`src/design/glch_defs.vh`:
```
`ifndef GLCH_DEFS_VH
`define GLCH_DEFS_VH

// register byte offsets
`define GLCH_OFF_CTRL      8'h00
`define GLCH_OFF_CMD       8'h04
`define GLCH_OFF_ARG0      8'h08
`define GLCH_OFF_ARG1      8'h0c
`define GLCH_OFF_ARG2      8'h10
`define GLCH_OFF_RESP      8'h14
`define GLCH_OFF_STAT      8'h18
`define GLCH_OFF_MASK      8'h1c
`define GLCH_OFF_PINS      8'h20

// field positions
`define GLCH_CTRL_ACK_BIT  0
`define GLCH_STAT_DONE_BIT 0
`define GLCH_STAT_ERR_BIT  1
`define GLCH_RESP_VLD_BIT  16
`define GLCH_RESP_FLD_BIT  17

// reset values
`define GLCH_CTRL_RST      1'b1
`define GLCH_MASK_RST      2'b00

// command opcodes, written to CMD[2:0]
`define GLCH_OP_LEDCFG     3'h1
`define GLCH_OP_GPIOCFG    3'h2
`define GLCH_OP_WRITE      3'h3
`define GLCH_OP_READ       3'h4
`define GLCH_OP_TOGGLE     3'h5

// argument lengths in bytes
`define GLCH_LEN_LEDCFG    4'ha
`define GLCH_LEN_GPIOCFG   4'h2
`define GLCH_LEN_WRITE     4'h2
`define GLCH_LEN_READ      4'h1
`define GLCH_LEN_TOGGLE    4'h1

// response codes
`define GLCH_RC_OK         8'h00
`define GLCH_RC_SHORT      8'h01
`define GLCH_RC_LONG       8'h02
`define GLCH_RC_NOTGPIO    8'h08
`define GLCH_RC_INUSE      8'h09
`define GLCH_RC_BADCFG     8'h12
`define GLCH_RC_NOTOUT     8'h16
`define GLCH_RC_UNCFG      8'h17

// pin configuration byte layout
`define GLCH_CFG_DIR_BIT   0
`define GLCH_CFG_LVL_BIT   1
`define GLCH_CFG_IGN_MASK  8'h04
`define GLCH_CFG_RSV_MASK  8'hf8

// pin modes
`define GLCH_MODE_UNUSED   2'h0
`define GLCH_MODE_GIN      2'h1
`define GLCH_MODE_GOUT     2'h2
`define GLCH_MODE_LED      2'h3

// indicator pulse length
`define GLCH_CLK_NS        4
`define GLCH_LED_PULSE_NS  10000000
`define GLCH_LED_PULSE_CYC (`GLCH_LED_PULSE_NS / `GLCH_CLK_NS)

`endif

```
`src/design/glch_top.v`:
```
// The AXI4-Lite interface to the registers and the register offsets were decided locally.
`include "glch_defs.vh"
`default_nettype none

module glch_pulse #(
	parameter integer CYC = 2500000
) (
	input  wire        aclk,
	input  wire        aresetn,
	input  wire        trig,
	output wire        active
);
	reg [23:0] cnt_r;

	// retriggerable: each new event restarts the full pulse
	always @(posedge aclk) begin
		if (!aresetn)
			cnt_r <= 24'h000000;
		else if (trig)
			cnt_r <= CYC[23:0];
		else if (cnt_r != 24'h000000)
			cnt_r <= cnt_r - 24'h000001;
	end

	assign active = (cnt_r != 24'h000000);
endmodule // glch_pulse

module glch_top #(
	parameter integer LED_PULSE_CYC = `GLCH_LED_PULSE_CYC,
	parameter [15:0]  GPIO_CAP      = 16'hffff,
	parameter [15:0]  LED_CAP       = 16'hffff
) (
	input  wire        aclk,
	input  wire        aresetn,
	input  wire [7:0]  s_axi_awaddr,
	input  wire [2:0]  s_axi_awprot,
	input  wire        s_axi_awvalid,
	output wire        s_axi_awready,
	input  wire [31:0] s_axi_wdata,
	input  wire [3:0]  s_axi_wstrb,
	input  wire        s_axi_wvalid,
	output wire        s_axi_wready,
	output reg  [1:0]  s_axi_bresp,
	output reg         s_axi_bvalid,
	input  wire        s_axi_bready,
	input  wire [7:0]  s_axi_araddr,
	input  wire [2:0]  s_axi_arprot,
	input  wire        s_axi_arvalid,
	output wire        s_axi_arready,
	output reg  [31:0] s_axi_rdata,
	output reg  [1:0]  s_axi_rresp,
	output reg         s_axi_rvalid,
	input  wire        s_axi_rready,
	input  wire        net_rx_evt,
	input  wire        net_tx_evt,
	input  wire        ser_rx_evt,
	input  wire        ser_tx_evt,
	input  wire        awake,
	input  wire [15:0] iface_use,
	input  wire [15:0] wake_use,
	input  wire [15:0] pin_in,
	output reg  [15:0] pin_out,
	output reg  [15:0] pin_oe_n,
	output wire        irq
);
	localparam integer NLED = 5;

	reg         ack_en_r;
	reg  [1:0]  mask_r;
	reg  [1:0]  stat_r;
	reg  [95:0] args_r;
	reg  [2:0]  op_r;
	reg  [3:0]  len_r;
	reg         go_r;
	reg  [17:0] resp_r;
	reg  [31:0] mode_r;
	reg  [15:0] lvl_r;
	reg  [39:0] led_pin_r;
	reg  [4:0]  led_inv_r;
	reg  [15:0] in_meta_r;
	reg  [15:0] in_sync_r;

	// register bus
	wire        wr_go = s_axi_awvalid & s_axi_wvalid & ~s_axi_bvalid;
	wire        rd_go = s_axi_arvalid & ~s_axi_rvalid;
	wire [7:0]  waddr = {s_axi_awaddr[7:2], 2'b00};
	wire [7:0]  raddr = {s_axi_araddr[7:2], 2'b00};
	wire        stat_rd = rd_go & (raddr == `GLCH_OFF_STAT);

	assign s_axi_awready = wr_go;
	assign s_axi_wready  = wr_go;
	assign s_axi_arready = rd_go;

	function [31:0] merge;
		input [31:0] old;
		input [31:0] dat;
		input [3:0]  stb;
		integer b;
		begin
			merge = old;
			for (b = 0; b < 4; b = b + 1)
				if (stb[b])
					merge[8*b +: 8] = dat[8*b +: 8];
		end
	endfunction

	reg         w_hit;
	always @* begin
		case (waddr)
			`GLCH_OFF_CTRL, `GLCH_OFF_CMD, `GLCH_OFF_ARG0, `GLCH_OFF_ARG1,
			`GLCH_OFF_ARG2, `GLCH_OFF_MASK: w_hit = 1'b1;
			default: w_hit = 1'b0;
		endcase
	end

	// command evaluation
	reg  [31:0] n_mode;
	reg  [15:0] n_lvl;
	reg  [39:0] n_led_pin;
	reg  [4:0]  n_led_inv;
	reg  [7:0]  n_code;
	reg  [7:0]  n_fld;
	reg         n_hasfld;
	reg         n_known;
	reg         err;
	reg  [3:0]  want;
	reg  [7:0]  p;
	reg  [7:0]  c;
	reg  [3:0]  idx;
	reg         p_ok;
	reg  [1:0]  m;
	reg         ext;
	integer     j;

	always @* begin
		n_mode    = mode_r;
		n_lvl     = lvl_r;
		n_led_pin = led_pin_r;
		n_led_inv = led_inv_r;
		n_code    = `GLCH_RC_OK;
		n_fld     = 8'h00;
		n_hasfld  = 1'b0;
		n_known   = 1'b1;
		err       = 1'b0;
		p         = args_r[7:0];
		c         = args_r[15:8];
		idx       = p[3:0] - 4'h1;
		p_ok      = (p != 8'h00) && (p <= 8'h10);
		m         = mode_r[2*idx +: 2];
		ext       = iface_use[idx] | wake_use[idx];
		case (op_r)
			`GLCH_OP_LEDCFG:  want = `GLCH_LEN_LEDCFG;
			`GLCH_OP_GPIOCFG: want = `GLCH_LEN_GPIOCFG;
			`GLCH_OP_WRITE:   want = `GLCH_LEN_WRITE;
			`GLCH_OP_READ:    want = `GLCH_LEN_READ;
			`GLCH_OP_TOGGLE:  want = `GLCH_LEN_TOGGLE;
			default: begin
				want    = 4'h0;
				n_known = 1'b0;
			end
		endcase
		if (n_known && len_r < want) begin
			n_code = `GLCH_RC_SHORT;
		end else if (n_known && len_r > want) begin
			n_code = `GLCH_RC_LONG;
		end else begin
			case (op_r)
				`GLCH_OP_LEDCFG: begin
					// earlier indicator pins are released, so a reassignment may reuse them
					for (j = 0; j < 32; j = j + 2)
						if (n_mode[j +: 2] == `GLCH_MODE_LED)
							n_mode[j +: 2] = `GLCH_MODE_UNUSED;
					n_led_pin = 40'h0;
					for (j = 0; j < NLED; j = j + 1) begin
						p    = args_r[16*j +: 8];
						c    = args_r[16*j+8 +: 8] & ~`GLCH_CFG_IGN_MASK;
						idx  = p[3:0] - 4'h1;
						p_ok = (p != 8'h00) && (p <= 8'h10);
						// pin 0 leaves this indicator off
						if (!err && p != 8'h00) begin
							if (!p_ok || !LED_CAP[idx]) begin
								err      = 1'b1;
								n_code   = `GLCH_RC_NOTGPIO;
								n_fld    = p;
								n_hasfld = 1'b1;
							end else if (n_mode[2*idx +: 2] != `GLCH_MODE_UNUSED ||
								iface_use[idx] || wake_use[idx]) begin
								err      = 1'b1;
								n_code   = `GLCH_RC_INUSE;
								n_fld    = p;
								n_hasfld = 1'b1;
							end else if ((c & `GLCH_CFG_RSV_MASK) != 8'h00 ||
								!c[`GLCH_CFG_DIR_BIT]) begin
								err    = 1'b1;
								n_code = `GLCH_RC_BADCFG;
							end else begin
								n_mode[2*idx +: 2] = `GLCH_MODE_LED;
								n_led_pin[8*j +: 8] = p;
								n_led_inv[j] = c[`GLCH_CFG_LVL_BIT];
							end
						end
					end
					// all five are applied together or none is
					if (err) begin
						n_mode    = mode_r;
						n_led_pin = led_pin_r;
						n_led_inv = led_inv_r;
					end
				end
				`GLCH_OP_GPIOCFG: begin
					if (!p_ok || !GPIO_CAP[idx]) begin
						n_code   = `GLCH_RC_NOTGPIO;
						n_fld    = p;
						n_hasfld = 1'b1;
					end else if (m != `GLCH_MODE_UNUSED || ext) begin
						n_code   = `GLCH_RC_INUSE;
						n_fld    = p;
						n_hasfld = 1'b1;
					end else if ((c & `GLCH_CFG_RSV_MASK) != 8'h00) begin
						n_code = `GLCH_RC_BADCFG;
					end else begin
						n_mode[2*idx +: 2] = c[`GLCH_CFG_DIR_BIT] ?
							`GLCH_MODE_GOUT : `GLCH_MODE_GIN;
						n_lvl[idx] = c[`GLCH_CFG_LVL_BIT];
					end
				end
				`GLCH_OP_WRITE, `GLCH_OP_TOGGLE: begin
					if (!p_ok || !GPIO_CAP[idx]) begin
						n_code   = `GLCH_RC_NOTGPIO;
						n_fld    = p;
						n_hasfld = 1'b1;
					end else if (m != `GLCH_MODE_GOUT) begin
						n_code   = `GLCH_RC_NOTOUT;
						n_fld    = p;
						n_hasfld = 1'b1;
					end else if (op_r == `GLCH_OP_TOGGLE) begin
						n_lvl[idx] = ~lvl_r[idx];
					end else if (c[7:1] != 7'h00) begin
						n_code = `GLCH_RC_BADCFG;
					end else begin
						n_lvl[idx] = c[0];
					end
				end
				`GLCH_OP_READ: begin
					if (!p_ok || (!GPIO_CAP[idx] && !ext && m != `GLCH_MODE_LED)) begin
						n_code   = `GLCH_RC_NOTGPIO;
						n_fld    = p;
						n_hasfld = 1'b1;
					end else if (m == `GLCH_MODE_UNUSED && !ext) begin
						n_code   = `GLCH_RC_UNCFG;
						n_fld    = p;
						n_hasfld = 1'b1;
					end else begin
						n_fld    = {7'h00, in_sync_r[idx]};
						n_hasfld = 1'b1;
					end
				end
				default: begin
					n_code = `GLCH_RC_OK;
				end
			endcase
		end
	end

	// read answers always carry their value; other successes need acks on
	wire send = n_known & ((n_code != `GLCH_RC_OK) | ack_en_r | (op_r == `GLCH_OP_READ));

	// clocked state
	always @(posedge aclk) begin
		if (!aresetn) begin
			ack_en_r     <= `GLCH_CTRL_RST;
			mask_r       <= `GLCH_MASK_RST;
			stat_r       <= 2'b00;
			args_r       <= 96'h0;
			op_r         <= 3'h0;
			len_r        <= 4'h0;
			go_r         <= 1'b0;
			resp_r       <= 18'h0;
			mode_r       <= 32'h0;
			lvl_r        <= 16'h0;
			led_pin_r    <= 40'h0;
			led_inv_r    <= 5'h0;
			s_axi_bvalid <= 1'b0;
			s_axi_bresp  <= 2'b00;
			s_axi_rvalid <= 1'b0;
			s_axi_rresp  <= 2'b00;
			s_axi_rdata  <= 32'h0;
		end else begin
			go_r <= 1'b0;
			if (wr_go) begin
				s_axi_bvalid <= 1'b1;
				s_axi_bresp  <= w_hit ? 2'b00 : 2'b10;
				case (waddr)
					`GLCH_OFF_CTRL: if (s_axi_wstrb[0])
						ack_en_r <= s_axi_wdata[`GLCH_CTRL_ACK_BIT];
					`GLCH_OFF_MASK: if (s_axi_wstrb[0])
						mask_r <= s_axi_wdata[1:0];
					`GLCH_OFF_ARG0: args_r[31:0] <= merge(args_r[31:0], s_axi_wdata, s_axi_wstrb);
					`GLCH_OFF_ARG1: args_r[63:32] <= merge(args_r[63:32], s_axi_wdata, s_axi_wstrb);
					`GLCH_OFF_ARG2: args_r[95:64] <= merge(args_r[95:64], s_axi_wdata, s_axi_wstrb);
					`GLCH_OFF_CMD: begin
						op_r  <= s_axi_wdata[2:0];
						len_r <= s_axi_wdata[11:8];
						go_r  <= 1'b1;
					end
					default: begin
					end
				endcase
			end else if (s_axi_bvalid && s_axi_bready) begin
				s_axi_bvalid <= 1'b0;
			end
			if (rd_go) begin
				s_axi_rvalid <= 1'b1;
				s_axi_rresp  <= 2'b00;
				case (raddr)
					`GLCH_OFF_CTRL: s_axi_rdata <= {31'h0, ack_en_r};
					`GLCH_OFF_CMD:  s_axi_rdata <= {20'h0, len_r, 5'h0, op_r};
					`GLCH_OFF_ARG0: s_axi_rdata <= args_r[31:0];
					`GLCH_OFF_ARG1: s_axi_rdata <= args_r[63:32];
					`GLCH_OFF_ARG2: s_axi_rdata <= args_r[95:64];
					`GLCH_OFF_RESP: s_axi_rdata <= {14'h0, resp_r};
					`GLCH_OFF_STAT: s_axi_rdata <= {30'h0, stat_r};
					`GLCH_OFF_MASK: s_axi_rdata <= {30'h0, mask_r};
					`GLCH_OFF_PINS: s_axi_rdata <= {in_sync_r, lvl_r};
					default: begin
						s_axi_rdata <= 32'h0;
						s_axi_rresp <= 2'b10;
					end
				endcase
			end else if (s_axi_rvalid && s_axi_rready) begin
				s_axi_rvalid <= 1'b0;
			end
			// a set in the clearing cycle survives the read
			stat_r <= (stat_rd ? 2'b00 : stat_r) |
				{go_r & send & (n_code != `GLCH_RC_OK), go_r};
			if (go_r) begin
				mode_r    <= n_mode;
				lvl_r     <= n_lvl;
				led_pin_r <= n_led_pin;
				led_inv_r <= n_led_inv;
				if (send)
					resp_r <= {n_hasfld, 1'b1, n_fld, n_code};
				else
					resp_r <= 18'h0;
			end
		end
	end

	assign irq = |(stat_r & mask_r);

	// pins and indicators
	always @(posedge aclk) begin
		if (!aresetn) begin
			in_meta_r <= 16'h0;
			in_sync_r <= 16'h0;
		end else begin
			in_meta_r <= pin_in;
			in_sync_r <= in_meta_r;
		end
	end

	wire [4:0] led_act;
	wire [3:0] evt = {ser_tx_evt, ser_rx_evt, net_tx_evt, net_rx_evt};
	genvar g;
	generate
		for (g = 0; g < 4; g = g + 1) begin : g_pulse
			glch_pulse #(
				.CYC     (LED_PULSE_CYC)
			) u_pulse (
				.aclk    (aclk),
				.aresetn (aresetn),
				.trig    (evt[g]),
				.active  (led_act[g])
			);
		end
	endgenerate
	assign led_act[4] = awake;

	reg [15:0] drv_lvl;
	reg [15:0] drv_en;
	reg [3:0]  li;
	integer    k;
	integer    q;
	always @* begin
		drv_lvl = lvl_r;
		drv_en  = 16'h0;
		li      = 4'h0;
		for (k = 0; k < 16; k = k + 1)
			drv_en[k] = (mode_r[2*k +: 2] == `GLCH_MODE_GOUT) ||
				(mode_r[2*k +: 2] == `GLCH_MODE_LED);
		for (q = 0; q < NLED; q = q + 1) begin
			li = led_pin_r[8*q +: 4] - 4'h1;
			if (led_pin_r[8*q +: 8] != 8'h00)
				drv_lvl[li] = led_act[q] ^ led_inv_r[q];
		end
	end

	always @(posedge aclk) begin
		if (!aresetn) begin
			pin_out  <= 16'h0;
			pin_oe_n <= 16'hffff;
		end else begin
			pin_out  <= drv_lvl;
			pin_oe_n <= ~drv_en;
		end
	end
endmodule // glch_top

`default_nettype wire

```
`config.mk`:
```
export PLATFORM = sky130hd
export DESIGN_NAME = glch_top
export DESIGN_NICKNAME = d
export VERILOG_FILES = /design/src/design/glch_top.v
export VERILOG_INCLUDE_DIRS = /design/src /design/src/design
export SDC_FILE = /design/constraint.sdc
export NUM_CORES = 1
export LEC_CHECK = 0
export ABC_AREA = 1
export BUFFER_PORTS_ARGS = -buffer_cell sky130_fd_sc_hd__buf_2
export CAP_MARGIN = 20
export CORE_MARGIN = 10
export CORE_UTILIZATION = 36
export CTS_BUF_LIST = sky130_fd_sc_hd__clkbuf_16
export DETAILED_ROUTE_END_ITERATION = 10
export HOLD_SLACK_MARGIN = 0.12
export PLACE_DENSITY = 0.51
export SYNTH_ARGS = -nofsm -noshare
export SYNTH_HDL_FRONTEND = slang
export SYNTH_SLANG_ARGS = --single-unit
```
`constraint.sdc`:
```
create_clock -name aclk -period 16.2 [get_ports aclk]
set_input_delay 0.81 -clock aclk [delete_from_list [all_inputs] [get_ports aclk]]
set_output_delay 0.81 -clock aclk [all_outputs]
set_load 0.05 [all_outputs]
```
# [Word level (Yosys, flattened, before mapping)]
# Memory sizes are Yosys's and may differ from the RTL's.
# Cells that the tools add are included.
[totals] memories=5 input_bits=118 out_inout_bits=74 ff_bits=418 elab_cells=693 romBits=80
[mem_list] name="(name not given)" words=16 width=1 read_ports=1 rd_clocked_by_memory_dff=0 write_ports=0 line_no="glch_top.v:245" source="if (!p_ok || (!GPIO_CAP[idx] && !ext && m != `GLCH_MODE_LED)) begin"
[mem_list] name="(name not given)" words=16 width=1 read_ports=1 rd_clocked_by_memory_dff=0 write_ports=0 line_no="glch_top.v:181" source="if (!p_ok || !LED_CAP[idx]) begin"
[mem_list] name="(name not given)" words=16 width=1 read_ports=1 rd_clocked_by_memory_dff=0 write_ports=0 line_no="glch_top.v:181"
[mem_list] name="(name not given)" words=16 width=1 read_ports=1 rd_clocked_by_memory_dff=0 write_ports=0 line_no="glch_top.v:181"
[mem_list] name="(name not given)" words=16 width=1 read_ports=1 rd_clocked_by_memory_dff=0 write_ports=0 line_no="glch_top.v:181"
[op_classes] bitwise=40 reduce_logical=153 n_addsub=19 n_eq_ne=59 n_mux=333 n_lt_le_gt_ge=23 n_shift=17
[ops] operator="$mux W32" n=36
[ops] operator="$mux W8" n=67
[ops] operator="$pmux W32 S9" n=1
[ops] operator="$bwmux W32" n=6
[ops] operator="$mux W16" n=12
[ops] operator="$shiftx A32 B6 Y2" n=6
[ops] operator="$mux W22" n=8
[ops] operator="$neg A5 Y34" n=5
[ops] operator="$shift A2 B34 Y32 const A" n=5
[ops] operator="$shiftx A2 B34 Y32 const A" n=5
[ops] operator="$mux W2" n=68
[ops] operator="$bwmux W16" n=8
[ops] operator="$reduce_bool A8 Y1" n=16
[ops] operator="$reduce_bool A24 Y1" n=4
[ops] operator="$sub A24 B1 Y24 const B" n=4
[ops] operator="$mux W1" n=89
[ops] operator="$mux W5" n=13
[ops] operator="$eq A2 B2 Y1 const B" n=32
[ops] operator="$pmux W32 S2" n=1
[ops] operator="$pmux W8 S4" n=2
[ops] operator="$lt A4 B5 Y1 const B" n=10
[ops] operator="$bmux W1 S4" n=12
[ops] operator="$reduce_and A9 Y1" n=5
[ops] operator="$reduce_and A3 Y1" n=14
[ops] operator="other kinds (42)" n=215

# [Logic depth before layout (Yosys ltp)]
# Gate-level depths: netlist of run 1.
[logic_depth] word_depth=64 ltp_mapped=67 ltp_nobuf=62

# [Cells and area by module]
# From an unflattened synthesis of run 1, not the netlist that was laid out.
[hier_totals] cells_unflattened=4185 area_unflattened_um2=26331.5
[by_module_without_submodules] module="glch_top" area_each_um2=20646.1 seq_area_each_um2=6346.1 cells_each=3317 instances=1
[by_module_without_submodules] module="glch_pulse" area_each_um2=1421.4 seq_area_each_um2=480.5 cells_each=217 instances=4

# [Worst setup path before layout of run 1]
# No wires, ideal clock.
[synth_timing] path_kind="reg-to-reg" from="register args_r[0]" to="register resp_r[10]" path_stages_with_launch=60 setup_slack_ns=9.597 setup_time_ns=0.132 n_path_buf=9 period_less_slack_ns=6.603 t_arrival_ns=6.470 required_time_ns=16.068 cell_sequence="dfxtp_1 > inv_2 > buf_4 > buf_6 > clkbuf_1 > clkbuf_1 > ha_1 > inv_2 > clkbuf_1 > nand2_1 > nand3_1 > nand2_1 > nand2_1 > nand2_1 > nor2_2 > nand4_4 > buf_6 > nand2_2 > [... 24 more ...] > nand2_1 > nor2_2 > nand2_1 > nand3_1 > nand2_1 > nand3_1 > nand3_2 > nand3_1 > nand2_1 > nand2_1 > nand2_1 > nand2_1 > nand2_1 > nor2_1 > nand3_2 > buf_2 > nand3_1 > a21oi_1"
[synth_via] elab_chain_len=56 elab_cells_between_ends=178 cone_classes="2 x add/sub; 1 x order compare; 2 x eq/ne; 8 x shift; 123 x mux; 4 x bitwise; 37 x reduce/logical; 1 x memory"
[synth_lines] element="start, declared" line_no="glch_top.v:71" source="reg [95:0] args_r;"
[synth_lines] element="start signal, assigned" line_no="glch_top.v:298" source="`GLCH_OFF_ARG0: args_r[31:0] <= merge(args_r[31:0], s_axi_wdata, s_axi_wstrb);"
[synth_lines] element="$sub A4 B1 Y4" line_no="glch_top.v:147, glch_top.v:177"
[synth_lines] element="$neg A5 Y34 (no line) (tied with other cells)"
[synth_lines] element="$shiftx A2 B34 Y32 (no line) (tied with other cells)"
[synth_lines] element="$bwmux W32 (no line) or $logic_or A1 B1 Y1 (tied branches)"
[synth_lines] element="$mux W32 or $logic_or A1 B1 Y1 (tied branches)" line_no="glch_top.v:192, glch_top.v:186"
[synth_lines] element="$mux W32" line_no="glch_top.v:186" source="end else if (n_mode[2*idx +: 2] != `GLCH_MODE_UNUSED ||"
[synth_lines] element="$mux W32" line_no="glch_top.v:181"
[synth_lines] element="$mux W32" line_no="glch_top.v:180" source="if (!err && p != 8'h00) begin"
[synth_lines] element="[... 39 more ...]"
[synth_lines] element="$mux W8" line_no="glch_top.v:180"
[synth_lines] element="$pmux W8 S4" line_no="glch_top.v:167" source="case (op_r)"
[synth_lines] element="$mux W8" line_no="glch_top.v:164" source="end else if (n_known && len_r > want) begin"
[synth_lines] element="$mux W8" line_no="glch_top.v:162" source="if (n_known && len_r < want) begin"
[synth_lines] element="$reduce_bool A8 Y1 (no line)"
[synth_lines] element="$or A1 B1 Y1 (2 in a row)" line_no="glch_top.v:266" source="wire send = n_known & ((n_code != `GLCH_RC_OK) | ack_en_r | (op_r == `GLCH_OP_READ));"
[synth_lines] element="$and A1 B1 Y1" line_no="glch_top.v:266"
[synth_lines] element="$mux W18 (*)" line_no="glch_top.v:341" source="if (send)"
[synth_lines] element="end signal, assigned" line_no="glch_top.v:342" source="resp_r <= {n_hasfld, 1'b1, n_fld, n_code};"
[synth_lines] element="end, declared" line_no="glch_top.v:75" source="reg [17:0] resp_r;"
# Mark *: on every way between the ends. The rest lies on a longest branch, timed or not. The select of a mux whose other input is x is not followed.
# A chain may end at the register's enable or synchronous reset.

# [Worst setup path after layout of run 1]
[layout_timing] from="register args_r[1]" to="register led_inv_r[2]"
[layout_via] elab_chain_len=53 elab_cells_between_ends=113 cone_classes="2 x add/sub; 1 x order compare; 7 x shift; 71 x mux; 2 x bitwise; 29 x reduce/logical; 1 x memory"
[layout_lines] element="$sub A4 B1 Y4" line_no="glch_top.v:177" source="idx = p[3:0] - 4'h1;"
[layout_lines] element="$neg A5 Y34 (no line) (tied with other cells)"
[layout_lines] element="$shiftx A2 B34 Y32 (no line) (tied with other cells)"
[layout_lines] element="$bwmux W32 (no line) or $logic_or A1 B1 Y1 (tied branches)"
[layout_lines] element="$mux W32 or $logic_or A1 B1 Y1 (tied branches)" line_no="glch_top.v:192, glch_top.v:186"
[layout_lines] element="$mux W32" line_no="glch_top.v:186"
[layout_lines] element="$mux W32" line_no="glch_top.v:181"
[layout_lines] element="$mux W32" line_no="glch_top.v:180"
[layout_lines] element="[... 37 more ...]"
[layout_lines] element="$mux W1" line_no="glch_top.v:186"
[layout_lines] element="$mux W1" line_no="glch_top.v:181"
[layout_lines] element="$mux W1" line_no="glch_top.v:180"
[layout_lines] element="$mux W1" line_no="glch_top.v:167"
[layout_lines] element="$mux W1" line_no="glch_top.v:164"
[layout_lines] element="$mux W1" line_no="glch_top.v:162"
[layout_lines] element="$not A1 Y1 (no line)"
[layout_lines] element="$reduce_and A9 Y1 (no line) (*)"
[layout_lines] element="end signal, assigned" line_no="glch_top.v:340" source="led_inv_r <= n_led_inv;"
[layout_lines] element="end, declared" line_no="glch_top.v:79" source="reg [4:0] led_inv_r;"
# Marks and branches as above.

==> results of run 1 <==
## flip-flops by register name, summed over array words and instances (netlist names), 3 cells and up
register	cells
s_axi_rdata	32
in_sync_r	16
len_r	4
op_r	3
mode_r	32
led_inv_r	5
in_meta_r	16
lvl_r	16
g_pulse.u_pulse.cnt_r	96
resp_r	15
led_pin_r	40
pin_oe_n	16
args_r	96
pin_out	16
## stage by stage
stage | hold slack (ns) | util | setup WS (ns) | cells | instance area, sq um
CTS | 0.353 | 0.411 | 6.28 | 4930 | 28100
detailed placement | 0.395 | 0.385 | 6.31 | 4838 | 26300
finish | 0.371 | 0.412 | 5.94 | 4931 | 28100
global route | 0.366 | 0.412 | 5.49 | 4931 | 28100
floorplan | 0.371 | - | 9.60 | 3891 | 24700
global placement | 0.394 | 0.385 | 6.26 | 4838 | 26300
## power by group
part	internal, uW	total [uW]	switching [uW]	leakage (uW)
Combinational	56.2	181	125	0.00789
Clock	743	1220	480	0.000873
Sequential	1040	1050	15.7	0.00335
## kinds of logic (layout without fill, tap and decap cells)
logic type / Yosys count / in the layout / synth area share
buf+inv: 655 / 813 / 0.103
other cells: 1 / 2 / 0.000152
flops: 413 / 413 / 0.334
fa+ha+maj: 40 / 40 / 0.0202
simple gates: 1874 / 1874 / 0.330
compound gates: 875 / 875 / 0.201
xor+xnor: 32 / 32 / 0.0113
## critical path: cells and delay by family (launching register included)
family | cells | cell delay (ns)
adder cells (fa/ha/maj) | 1 | 0.38
buffers and inverters | 6 | 1.52
AO/OA/AOI/OAI | 4 | 0.41
flip-flops | 1 | 0.63
AND/OR/NAND/NOR | 46 | 7.13
## area by class of cell
cell class | count | share of cell area
inverters | 518 | 0.0693
flip-flops and latches | 413 | 0.294
multi-input cells | 2823 | 0.495
well taps | 882 | 0.0392
clock buffers | 50 | 0.0445
repair buffers | 203 | 0.0385
clock inverters | 42 | 0.0190
## layer usage
layer | up-vias | routed length [um]
met2 | 939 | 43500
li1 | 13200 | -
met4 | 6 | 2720
met1 | 12200 | 46800
met5 | - | 41
met3 | 139 | 7390
## layout by cell type (no fill, tap or decap), drive strengths merged, types with 7 or more instances in the layout
cell and n:
nand3b 11, o21a 16, o311ai 8, a21oi 324, dfxtp 413, clkinv 23, a31oi 44, nor4 38
nand4 131, and3 7, xnor2 14, or2 23, a211oi 21, nand3 194, buf 203, a221oi 8
ha 40, a22oi 37, xor2 18, nor3 86, bufinv 11, o31ai 7, o2111ai 13, nor2 615
inv 520, o211ai 25, o21ai 310, clkbuf 50, o22ai 32, nand2 762
## path summary, 6_finish.rpt
check / slack [ns] / from / cells after the start / to
worst max register to register: 5.94 / args_r[1] / 57 / led_inv_r[2]
worst max-delay path: 5.94 / args_r[1] / 57 / led_inv_r[2]
worst min-delay path: 0.37 / pin_in[4] / 3 / in_meta_r[4]
worst min register to register: 0.41 / in_meta_r[10] / 2 / in_sync_r[10]
==> impl_metrics.yaml, run 1 <==
final_layout:
  multi_input_area_sq_um: 13900
  fin_nets: 4167
  drive_gt1_frac: 0.0921
  ff_latch_area_sq_um: 8270
  area_delta_synth_final_pct: 13.7
  antennaDiodeCount: 0
  fill_cells: 7432
worst_setup_path:
  end_kind: "register"
  required_ns: 16.69
  cp_max_fo: 47
  arrival_ns: 10.76
  path_common_cell: "nand2_1"
  crit_type: "reg -> reg"
  slowest_stage: "dfxtp_1"
  worstSetupStartpointType: "register"
  critPathMaxStageDelay_ns: 0.63
routing:
  antenna_left: 0
  drt-initial-drc-count: 2564
  viasPerCell: 5.38
  vias: 26500
  first_pass_iters: 6
  wire_per_inst_um: 20.4
  drt_wl_total_um: 100000
  drc: 0
global_route:
  grtUsageMet1: 0.346
  grt_use_met2: 0.375
  antenna_found_initial: 3
  first_global_vias: 24600
  globalRoute.busiestLayer: "met2"
  grt_max_degree: 101
  grtUsageMet3: 0.0388
  grt_pass1_wl_um: 151000
  grt_overflow: 0
  track_usage: 0.244
synth:
  avgSynthCellArea_sq_um: 6.36
  synthArstFlopShare: 0
  synth_top_area_share: 0.334
  synth_edf_count: 0
  synthCells: 3890
  netlist_top_cells_count: "nand2_1, nor2_1, inv_1, dfxtp_1, a21oi_1"
  yosysMostFrequentCell: "nand2_1"
  yosysTopAreaCell: "dfxtp_1"
  synth.distinct_cells: 60
  ys_warn_count: 0
  ys_top_cells_by_area: "dfxtp_1, nand2_1, nor2_1"
  synth_seq_cells: 413
  ys_seq_area_frac: 0.334
  synthFlopType: "dfxtp_1"
  netlist_area_sq_um: 24700
clocking:
  holdBufCountCts: 0
  clock_sinks: 413
  cts_setup_buffers: 0
  cts_tree: "yes"
  cts_resized: 0
  cts-htree-levels: 2
  root_buffer: "clkbuf_16"
  cts_buffers: 50
  clkTransAtPathRegs_ns: 0.06
  clk_latency_ns: 0.62
  cts.path.max_buffers: 3
placed_design:
  port_buffers: 179
  hpwl_um: 77300
  globalplace.congestion: 1.08
sta:
  fmax_ghz: 0.0974
  period_share: 0.634
  fin_skew_ns: 0.0366
  final.setup.tns_ns: 0
  slew_viol_final: 0
  worstMarginPinSlew_ns: 1.03
  setup_violations: 0
  period_minus_slack_ns: 10.26
  rsz0062_at_grt: "false"
  max-slew-margin-rel: 0.310
  hold_violations: 0
run_status:
  outcome: "finished clean"
power_and_ir_drop:
  powerDensity_nw_per_um2: 87.3
  leakagePower_uw: 0.0121
  power_uw: 2460
  irDropWorstVdd_uv: 74.8
floorplanning:
  die_y_um: 282
  ioPinCount: 192
  dieArea_sq_um: 79600
  core_sq_um: 68300
  dieWidth_um: 282
  rows: 96
  initial_utilization: 0.362
run:
  maxCapViolations: 0
worst_hold_path:
  min_path_type: "in -> reg"
(Power assumes the default switching activity.)
==> run 2, diff against run 1 <==
==> constraint.sdc (replaced) <==
create_clock -name aclk -period 10.6 [get_ports aclk]
set_input_delay 0.53 -clock aclk [delete_from_list [all_inputs] [get_ports aclk]]
set_output_delay 0.53 -clock aclk [all_outputs]
set_load 0.05 [all_outputs]
==> run 2 against run 1 <==
Routed wire length grew 1.0%. Highest routed layer unchanged. Flip-flop and latch count did not move. Worst setup slack lost 5.1 ns. Critical path type unchanged. First-iteration DRC count is 4.8% higher. Clock skew down 0.0058 ns. Final cell count is 0.37% higher. Register-to-register slack worse by 5.1 ns. Count of clock-buffer cells in the layout is the same.
==> impl_metrics.yaml, run 2 (synthesis results as in run 1) <==
sta:
  worstMarginPinSlew_ns: 1.01
  setup_violations: 0
  rsz0062_at_grt: "false"
  period_minus_slack_ns: 9.81
  hold_slack_ns: 0.155
  fmax_ghz: 0.102
  slew_viol_final: 0
  final.setup.tns_ns: 0
  period_share: 0.926
  hold_violations: 0
  max-slew-margin-rel: 0.322
  fin_skew_ns: 0.0309
global_route:
  antenna_found_initial: 6
  grt_max_degree: 114
  first_global_vias: 24700
  grt_pass1_wl_um: 152000
  track_usage: 0.247
  grt_overflow: 0
routing:
  first_pass_iters: 6
  vias: 26700
  drc: 0
  viasPerCell: 5.40
  drt_wl_total_um: 101000
  wire_per_inst_um: 20.5
  drt-initial-drc-count: 2686
  antenna_left: 0
final_layout:
  multi_input_area_sq_um: 13900
  drive_gt1_frac: 0.0895
  layout_common_cells: "nand2_1, nor2_1, inv_1"
  layout_commonest_cell: "nand2_1"
  ff_latch_area_sq_um: 8270
  area_delta_synth_final_pct: 13.4
  reg_top3: "args_r (96), g_pulse.u_pulse.cnt_r (96), led_pin_r (40)"
  fin_nets: 4185
  fill_cells: 7444
worst_setup_path:
  required_ns: 11.08
  arrival_ns: 10.30
  reg2reg_to: "led_inv_r[2]"
  worstSetupStartpointType: "register"
  r2r_cells: 57
  cp_max_fo: 47
  path_delay_family: "simple AND/OR/NAND/NOR gates"
  end_kind: "register"
  path_buf_inv: 7
  critPathMaxStageDelay_ns: 0.56
  ff2ff_setup_slack_ns: 0.79
  timing.rr.start: "args_r[1]"
  path_common_cell: "nand2_1"
  slowest_stage: "dfxtp_1"
  crit_type: "reg -> reg"
floorplanning:
  dieArea_sq_um: 79600
  ioPinCount: 192
  rows: 96
  dieWidth_um: 282
  die_y_um: 282
  core_sq_um: 68300
  initial_utilization: 0.362
placed_design:
  port_buffers: 179
  globalplace.congestion: 1.02
  hpwl_um: 78100
clocking:
  cts_setup_buffers: 0
  cts-htree-levels: 2
  clock_sinks: 413
  cts_tree: "yes"
  cts.path.max_buffers: 3
  cts_buffers: 50
  root_buffer: "clkbuf_16"
  clk_latency_ns: 0.62
  clkTransAtPathRegs_ns: 0.06
run:
  maxCapViolations: 0
power_and_ir_drop:
  leakagePower_uw: 0.0121
  irDropWorstVdd_uv: 123
  powerDensity_nw_per_um2: 125
worst_hold_path:
  holdCritStartpoint: "s_axi_bready"
  hold_end: "s_axi_bvalid"
  whs_path_depth: 4
  min_path_type: "in -> reg"
run_status:
  outcome: "finished clean"
==> run 2: cell count changes in the layout (fill, tap and decap cells not counted), moves of 4 or more <==
cell / previous run / this run
bufinv_16: 11 / 2
clkinvlp_4: 6 / 1
inv_1: 500 / 506
dlygate4sd3_1: 0 / 14
clkinv_1: 15 / 20
buf_4: 24 / 28
==> run 2: how the worst max path moves through the flow <==
stage / start / depth (start not counted) / end / slack, ns
after floorplan: args_r[0] / 59 / resp_r[10] / 4.00
after global placement: args_r[1] / 54 / led_inv_r[2] / 1.01
after detailed placement: args_r[1] / 54 / led_inv_r[2] / 0.94
after CTS: args_r[1] / 54 / led_inv_r[2] / 0.88
after global routing: args_r[1] / 57 / led_inv_r[2] / 0.19
final: args_r[1] / 57 / led_inv_r[2] / 0.79
==> run 2: repair_timing <==
action / in CTS / in global routing
hold buffers: 14 / 0
gates resized for setup: 0 / 0
hold endpoints to repair: 14 / 0
==> run 2: worst register-to-register path, delay by kind of cell, from the launching register on <==
family                   cells  cell delay (ns)
adder cells (fa/ha/maj)      1             0.55
AND/OR/NAND/NOR             46             6.54
flip-flops                   1             0.56
buffers and inverters        7             1.78
AO/OA/AOI/OAI                3             0.24
==> run 2: through the flow <==
| stage | cells | cell area (sq um) | setup slack, ns | util | power [uW] |
|---|---|---|---|---|---|
| 2_1_floorplan | 3891 | 24700 | 4.00 | - | 1830 |
| 3_3_place_gp | 4840 | 26300 | 1.01 | 0.386 | 1920 |
| 3_5_place_dp | 4840 | 26300 | 0.943 | 0.386 | 1920 |
| 4_1_cts | 4944 | 28000 | 0.877 | 0.410 | 3550 |
| 5_1_grt | 4948 | 28100 | 0.187 | 0.410 | 3650 |
| 6_report | 4949 | 28100 | 0.785 | 0.410 | 3510 |
==> run 2: metal layers <==
metal | vias up | track usage | wire [um]
met2 | 1012 | 0.381 | 44000
met1 | 12300 | 0.349 | 46900
met3 | 166 | 0.0391 | 7680
li1 | 13300 | - | -
met5 | - | 0 | 46
met4 | 8 | 0.0721 | 2860
==> run 2: area by class of cell <==
| class | instances | area share |
|---|---|---|
| flip-flops and latches | 413 | 0.295 |
| clock inverters | 40 | 0.0102 |
| multi-input cells | 2823 | 0.497 |
| well taps | 882 | 0.0393 |
| diodes | 2 | 0.000178 |
| clock buffers | 50 | 0.0446 |
| repair buffers | 221 | 0.0446 |
| inverters | 518 | 0.0695 |
==> run 2: power breakdown <==
part / internal (uW) / total (uW) / switching (uW)
combinational: 89.3 / 282 / 192
clock: 907 / 1620 / 714
sequential: 1580 / 1610 / 24.4
